[config.mk]
export PLATFORM = sky130hd
export DESIGN_NAME = cpst_pipe_ctrl
export DESIGN_NICKNAME = d
export VERILOG_FILES = /design/src/include/cpst_pkg.sv /design/src/core/cpst_bus_arb.sv /design/src/core/cpst_pipe_ctrl.sv
export SDC_FILE = /design/constraint.sdc
export NUM_CORES = 1
export LEC_CHECK = 0
export BUFFER_PORTS_ARGS = -buffer_cell sky130_fd_sc_hd__buf_2
export CAP_MARGIN = 30
export CORE_MARGIN = 3
export CORE_UTILIZATION = 47
export CTS_CLUSTER_DIAMETER = 80
export DETAILED_ROUTE_END_ITERATION = 8
export MAX_ROUTING_LAYER = met4
export PLACE_DENSITY = 0.77
export SYNTH_ARGS = -nofsm -noshare
export SYNTH_HDL_FRONTEND = slang
export SYNTH_SLANG_ARGS = --single-unit
export TNS_END_PERCENT = 30
[constraint.sdc]
create_clock -name clock -period 1.65 [get_ports clock]
set_input_delay 0.0825 -clock clock [delete_from_list [all_inputs] [get_ports clock]]
set_output_delay 0.0825 -clock clock [all_outputs]
set_load 0.02 [all_outputs]
[src/include/cpst_pkg.sv]
// Shared types and constants for the pipeline stage timing control
package cpst_pkg;

    localparam int unsigned CPST_REG_W         = 4;
    localparam int unsigned CPST_STAGES_FULL   = 5;
    localparam int unsigned CPST_STAGES_SHORT  = 4;
    localparam int unsigned CPST_ISSUE_CYCLES  = 1;
    localparam int unsigned CPST_CACHE_PREFETCH_HOLD     = 1;
    localparam logic [3:0]  CPST_REG_RESET     = 4'h0;

    // Instruction timing classes presented at decode
    typedef enum logic [3:0] {
        CPST_CLS_NOP        = 4'h0,
        CPST_CLS_DSP_UNARY  = 4'h1,
        CPST_CLS_DSP_ARITH  = 4'h2,
        CPST_CLS_DSP_LOGIC  = 4'h3,
        CPST_CLS_DSP_SHIFT  = 4'h4,
        CPST_CLS_DSP_MULT   = 4'h5,
        CPST_CLS_DSP_ACC    = 4'h6,
        CPST_CLS_REG_MOVE   = 4'h7,
        CPST_CLS_LOAD       = 4'h8,
        CPST_CLS_STORE      = 4'h9,
        CPST_CLS_PREDEC_ST  = 4'hA,
        CPST_CLS_PREFETCH   = 4'hB,
        CPST_CLS_XMEM_WORD  = 4'hC,
        CPST_CLS_SINGLE_LNG = 4'hD
    } cpst_class_e;

    // Decoded instruction as handed to the pipeline
    typedef struct packed {
        cpst_class_e             cls;
        logic [CPST_REG_W-1:0]   dst;
        logic [CPST_REG_W-1:0]   src_a;
        logic [CPST_REG_W-1:0]   src_b;
        logic                    use_a;
        logic                    use_b;
        logic                    cond;
    } cpst_instr_s;

    // One pipeline stage latch
    typedef struct packed {
        logic        valid;
        cpst_instr_s instr;
    } cpst_stage_s;

    // Whole state of the control block
    typedef struct packed {
        cpst_stage_s ex;
        cpst_stage_s ma;
        cpst_stage_s wb;
    } cpst_state_s;

    // Memory access stage request
    typedef struct packed {
        logic                  req;
        logic                  write;
        logic                  prefetch;
        logic [CPST_REG_W-1:0] reg_id;
    } cpst_mem_s;

    // Write-back port
    typedef struct packed {
        logic                  en;
        logic                  dsp;
        logic [CPST_REG_W-1:0] reg_id;
    } cpst_wb_s;

    function automatic logic cpst_is_dsp(input cpst_class_e c);
        return (c == CPST_CLS_DSP_UNARY) || (c == CPST_CLS_DSP_ARITH) ||
               (c == CPST_CLS_DSP_LOGIC) || (c == CPST_CLS_DSP_SHIFT) ||
               (c == CPST_CLS_DSP_MULT)  || (c == CPST_CLS_DSP_ACC);
    endfunction : cpst_is_dsp

    function automatic logic cpst_has_wb(input cpst_class_e c);
        return cpst_is_dsp(c) || (c == CPST_CLS_REG_MOVE) || (c == CPST_CLS_LOAD) ||
               (c == CPST_CLS_PREDEC_ST) || (c == CPST_CLS_XMEM_WORD) ||
               (c == CPST_CLS_SINGLE_LNG);
    endfunction : cpst_has_wb

    function automatic logic cpst_uses_bus(input cpst_class_e c);
        return (c == CPST_CLS_LOAD) || (c == CPST_CLS_STORE) ||
               (c == CPST_CLS_PREDEC_ST) || (c == CPST_CLS_PREFETCH);
    endfunction : cpst_uses_bus

endpackage : cpst_pkg

[src/core/cpst_bus_arb.sv]
// Arbiter between instruction fetch and memory access on the shared bus
`timescale 1ns/1ps
module cpst_bus_arb
    import cpst_pkg::*;
(
    input  wire logic if_req,
    input  wire logic ma_req,
    output logic      if_gnt,
    output logic      ma_gnt,
    output logic      if_delayed
);

    // Memory access wins; the fetch slides to a later slot
    always_comb begin
        ma_gnt     = ma_req;
        if_gnt     = if_req && !ma_req;
        if_delayed = if_req && ma_req;
    end

endmodule : cpst_bus_arb

[src/core/cpst_pipe_ctrl.sv]
// Pipeline stage sequencing, stalls and bus contention control
//
// Behaviour
// - DSP unary ops: one cycle, five stages
// - DSP carry/compare/abs/round: one cycle, five stages
// - DSP bitwise ops: one cycle, five stages
// - DSP shifts: one cycle, five stages
// - DSP signed multiply: one cycle, five stages
// - Accumulator moves stall X-word, single-long moves
// - Register moves: idle memory stage, write-back
// - Loads: five stages, write back loaded value
// - Stall dependent instruction right after load
// - Stores: four stages, no write-back
// - Pre-decrement store: access fourth, write fifth
// - Prefetch: four stages, no write-back
// - DSP variant holds decode after prefetch
// - Memory access arbitrated against instruction fetch
`timescale 1ns/1ps
module cpst_pipe_ctrl
    import cpst_pkg::*;
(
    input  wire logic        clock,
    input  wire logic        arst_n,
    input  wire logic        dsp_variant,
    input  wire logic        id_valid,
    input  wire cpst_instr_s id_instr,
    output logic             id_ready,
    output logic             id_stall,
    input  wire logic        if_req,
    output logic             if_gnt,
    output logic             if_delayed,
    output logic             ex_valid,
    output cpst_class_e      ex_class,
    output cpst_mem_s        mem_req,
    output logic             ma_idle_hold,
    output cpst_wb_s         wb_port
);

    cpst_state_s state_r;
    cpst_state_s state_nxt;

    logic        load_use;
    logic        acc_conflict;
    logic        cache_prefetch_hold;
    logic        accept;
    logic        ma_bus;
    logic        ma_gnt;
    cpst_stage_s bubble;

    assign bubble = '0;

    // Hazard detection against the instruction now in execute
    always_comb begin
        load_use = 1'b0;
        acc_conflict = 1'b0;
        cache_prefetch_hold = 1'b0;
        if (state_r.ex.valid && id_valid) begin
            if (state_r.ex.instr.cls == CPST_CLS_LOAD) begin
                load_use = (id_instr.use_a && id_instr.src_a == state_r.ex.instr.dst) ||
                           (id_instr.use_b && id_instr.src_b == state_r.ex.instr.dst) ||
                           (cpst_has_wb(id_instr.cls) &&
                            id_instr.dst == state_r.ex.instr.dst);
            end
            if (state_r.ex.instr.cls == CPST_CLS_DSP_ACC) begin
                acc_conflict = (id_instr.cls == CPST_CLS_XMEM_WORD) ||
                               (id_instr.cls == CPST_CLS_SINGLE_LNG);
            end
            if (state_r.ex.instr.cls == CPST_CLS_PREFETCH) begin
                cache_prefetch_hold = dsp_variant;
            end
        end
    end

    assign id_stall = load_use || acc_conflict || cache_prefetch_hold;
    assign id_ready = !id_stall;
    assign accept   = id_valid && id_ready;

    // Stage advance: one instruction per slot, bubbles behind a stall
    always_comb begin
        state_nxt = state_r;
        if (accept) begin
            state_nxt.ex.valid = 1'b1;
            state_nxt.ex.instr = id_instr;
        end else begin
            state_nxt.ex = bubble;
        end
        state_nxt.ma = state_r.ex;
        if (state_r.ma.valid && cpst_has_wb(state_r.ma.instr.cls)) begin
            state_nxt.wb = state_r.ma;
        end else begin
            state_nxt.wb = bubble;
        end
    end

    always_ff @(posedge clock or negedge arst_n) begin
        if (!arst_n) begin
            state_r <= '0;
        end else begin
            state_r <= state_nxt;
        end
    end

    assign ma_bus = state_r.ma.valid && cpst_uses_bus(state_r.ma.instr.cls);

    cpst_bus_arb u_arb (
        .if_req     (if_req),
        .ma_req     (ma_bus),
        .if_gnt     (if_gnt),
        .ma_gnt     (ma_gnt),
        .if_delayed (if_delayed)
    );

    // Stage-facing outputs
    always_comb begin
        ex_valid = state_r.ex.valid;
        ex_class = state_r.ex.instr.cls;
        mem_req.req      = ma_gnt;
        mem_req.write    = ma_bus && ((state_r.ma.instr.cls == CPST_CLS_STORE) ||
                                      (state_r.ma.instr.cls == CPST_CLS_PREDEC_ST));
        mem_req.prefetch = ma_bus && (state_r.ma.instr.cls == CPST_CLS_PREFETCH);
        mem_req.reg_id   = state_r.ma.instr.dst;
        ma_idle_hold = state_r.ma.valid && !ma_bus;
        wb_port.en     = state_r.wb.valid;
        wb_port.dsp    = state_r.wb.valid && cpst_is_dsp(state_r.wb.instr.cls);
        wb_port.reg_id = state_r.wb.instr.dst;
    end

endmodule : cpst_pipe_ctrl

==> results.cfg <==
[place]
dp.cells = 165
placed_area_mm2 = 0.001379
finalWeightedCongestion = 0.7536
place_ws_ns = 0.04444
hpwl_um = 1697
portBuffers = 45

[critical_path]
worst_ep_arrival_time_ns = 1.87
critPathKind = reg2out
crit_required_ns = 1.57
reg2reg_depth = 8
end_kind = output pin
startpoint_type = flip-flop
path_max_fanout = 5

[sta]
slew_headroom_pct = 61.63
setup_tns_ns = -2.188
layout_min_cycle_time_ns = 1.950
setup-violations-final = 11
report.final.hold_viol_count = 0
clock_skew_ns = 0.006099
worst_slew_pin_slew_ns = 0.5756
rsz0062_at_grt = true
setup_ws_ns = -0.3003
fmax_mhz = 512.7
whs_ns = 0.02060
slew_violations = 0
finalCritPeriodShare_pct = 118.2

[synthesis]
syn_nets = 130
synth.area.top_cells = dfrtp_1, buf_4, xnor2_1
synthCells = 106
syn_area_mm2 = 0.001224
avgSynthCellArea_um2 = 11.54
synth_cell_types = 30
ys_ff_latch = 27
yosys.area.top_type = dfrtp_1
yosys_warnings = 0
yosysTopAreaCellShare_pct = 55.21
ys_seq_area_share_pct = 55.21

[routing]
drt_iter0_drc = 10
routedWlPerCell_um = 13.76
routed_via_density = 5.038
num_vias = 917
drtAntennaViolNets = 0
wl_um = 2504
post-route-drc-count = 0
first_pass_iters = 4

[cts]
cts_tree = yes
cts_max_level = 1
clk_root_buffer_cell = clkbuf_4
clk_pin_slew_ns = 0.13
cts_buffer_depth = 2
clock-sinks = 27
insertion_delay_ns = 0.33
cts_buffers = 3

[min_path]
whs_path_depth = 2
min_path_type = in2reg

[run]
maxCapViolCount = 0

[floorplan]
coreArea_mm2 = 0.002340
fp.dieH_um = 57.03
dieArea_mm2 = 0.003252
start_util_pct = 52.30
rows = 17
die_x_um = 57.03
ios = 47

[outcome]
status = finished, violations left
violations = setup timing

[cells_and_area]
design_area_mm2 = 0.001602
area_delta_synth_final_pct = 30.88
drive_gt1_share_pct = 46.10
diodes = 0
nets = 179
n_fill_cell = 183
finish.utilization_pct = 68.45
final_cell_count_no_fill = 182

[global_routing]
grt_first_pass_wirelength_um = 3960
antenna_found_initial = 0
grt_use_total_pct = 16.10
grt_pass1_vias = 890
grt_overflow = 0
grt_max_degree = 28

[power]
p_leak_nw = 0.8301
p_total_mw = 1.254
power_density_mw_per_mm2 = 782.8
irDropWorstVdd_mv = 0.4411
==> registers in the layout (all words and copies together), names as in the netlist <==
register,cells
mem_req,4
wb_port,5
state_r,9
ex_valid,1
ex_class,4
state_nxt,4
==> area by class of cell <==
cell class | instances | area [um^2] | share of cell area (%)
Timing Repair Buffer | 59 | 366.6 | 22.89
Clock buffer | 4 | 26.28 | 1.641
Inverter | 2 | 7.507 | 0.4687
Multi-Input combinational cell | 62 | 486.7 | 30.39
Sequential cell | 27 | 679.4 | 42.42
Tap cell | 28 | 35.03 | 2.187
==> critical path: stages, from the launching register on <==
cell and delay (ns):
dfrtp_1 0.41, nor4bb_2 0.31, nand3b_1 0.10, a31oi_1 0.22, o31ai_2 0.12, or2_4 0.24, buf_6 0.13
==> layout by cell type, fill, tap and decap left out, types with 2 or more instances in the layout <==
| master | instances |
|---|---|
| buf_2 | 43 |
| dfrtp_1 | 24 |
| and3_1 | 9 |
| and2_1 | 9 |
| xnor2_1 | 8 |
| buf_4 | 6 |
| buf_6 | 5 |
| dlygate4sd3_1 | 5 |
| xor2_1 | 4 |
| nand2_1 | 3 |
| nand3_1 | 3 |
| clkbuf_4 | 3 |
| dfrtp_2 | 3 |
| inv_1 | 2 |
| a21oi_1 | 2 |
| and3_4 | 2 |
| nor3_1 | 2 |
==> synth_stat cells <==
cell type,count
o21ai_0,1
nor4bb_1,2
buf_4,15
nand4_1,1
nand4b_1,1
o22ai_1,1
nor2b_1,1
dfrtp_1,27
and3_2,1
a22oi_2,1
o211a_1,1
and3_1,10
nor2_1,1
a31oi_1,1
o31ai_1,1
xnor2_1,9
or3_1,1
nand2_1,3
a21boi_0,1
or2_2,1
nor4_1,1
and2_2,1
and2_1,9
nand3_1,3
nor3_1,2
inv_1,2
xor2_1,4
nand3b_1,1
nor3b_1,1
a21oi_1,2
==> where the power goes <==
| part | switching (mW) | leakage [nW] | internal [mW] |
|---|---|---|---|
| registers | 0.0325 | 0.348 | 0.698 |
| clock network | 0.188 | 0.0150 | 0.0949 |
| logic | 0.124 | 0.467 | 0.116 |
| total | 0.344 | 0.830 | 0.909 |
==> path summary, 6_finish.rpt <==
path / start / to / slack [ns]
min in group asynchronous: arst_n / wb_port[5] / 0.27
min reg2reg: ex_valid / state_r[39] / 0.42
max reg2reg: ex_class[2] / ex_valid / -0.19
max in group asynchronous: arst_n / state_nxt[33] / 0.98
min: id_instr[16] / ex_class[1] / 0.02
max: ex_class[2] / id_ready / -0.30
==> what timing repair did <==
item,4_1_cts,5_1_grt
setup buffers,3,4
endpoints found under the setup margin,2,11
pin swaps,4,4
hold endpoints to repair,31,0
resized for setup,7,15
cloned,0,1
hold buffers,5,0
==> layer usage <==
layer	global-route usage, %	up-vias	wire, um
met5	-	-	0
met4	6.954	0	58
met3	2.941	5	138
met2	28.06	32	1406
met1	17.93	438	900
li1	-	442	-
==> cells by family after synthesis <==
group                     Yosys count  share of synthesized area [%]
and+or+nand+nor                    40                          20.35
xor gates and xnor gates           13                          9.305
buffers and inverters              17                          9.816
DFF                                27                          55.21
AOI/OAI and AO/OA                   9                          5.318
Note: power is estimated with default switching activity, not from simulation.
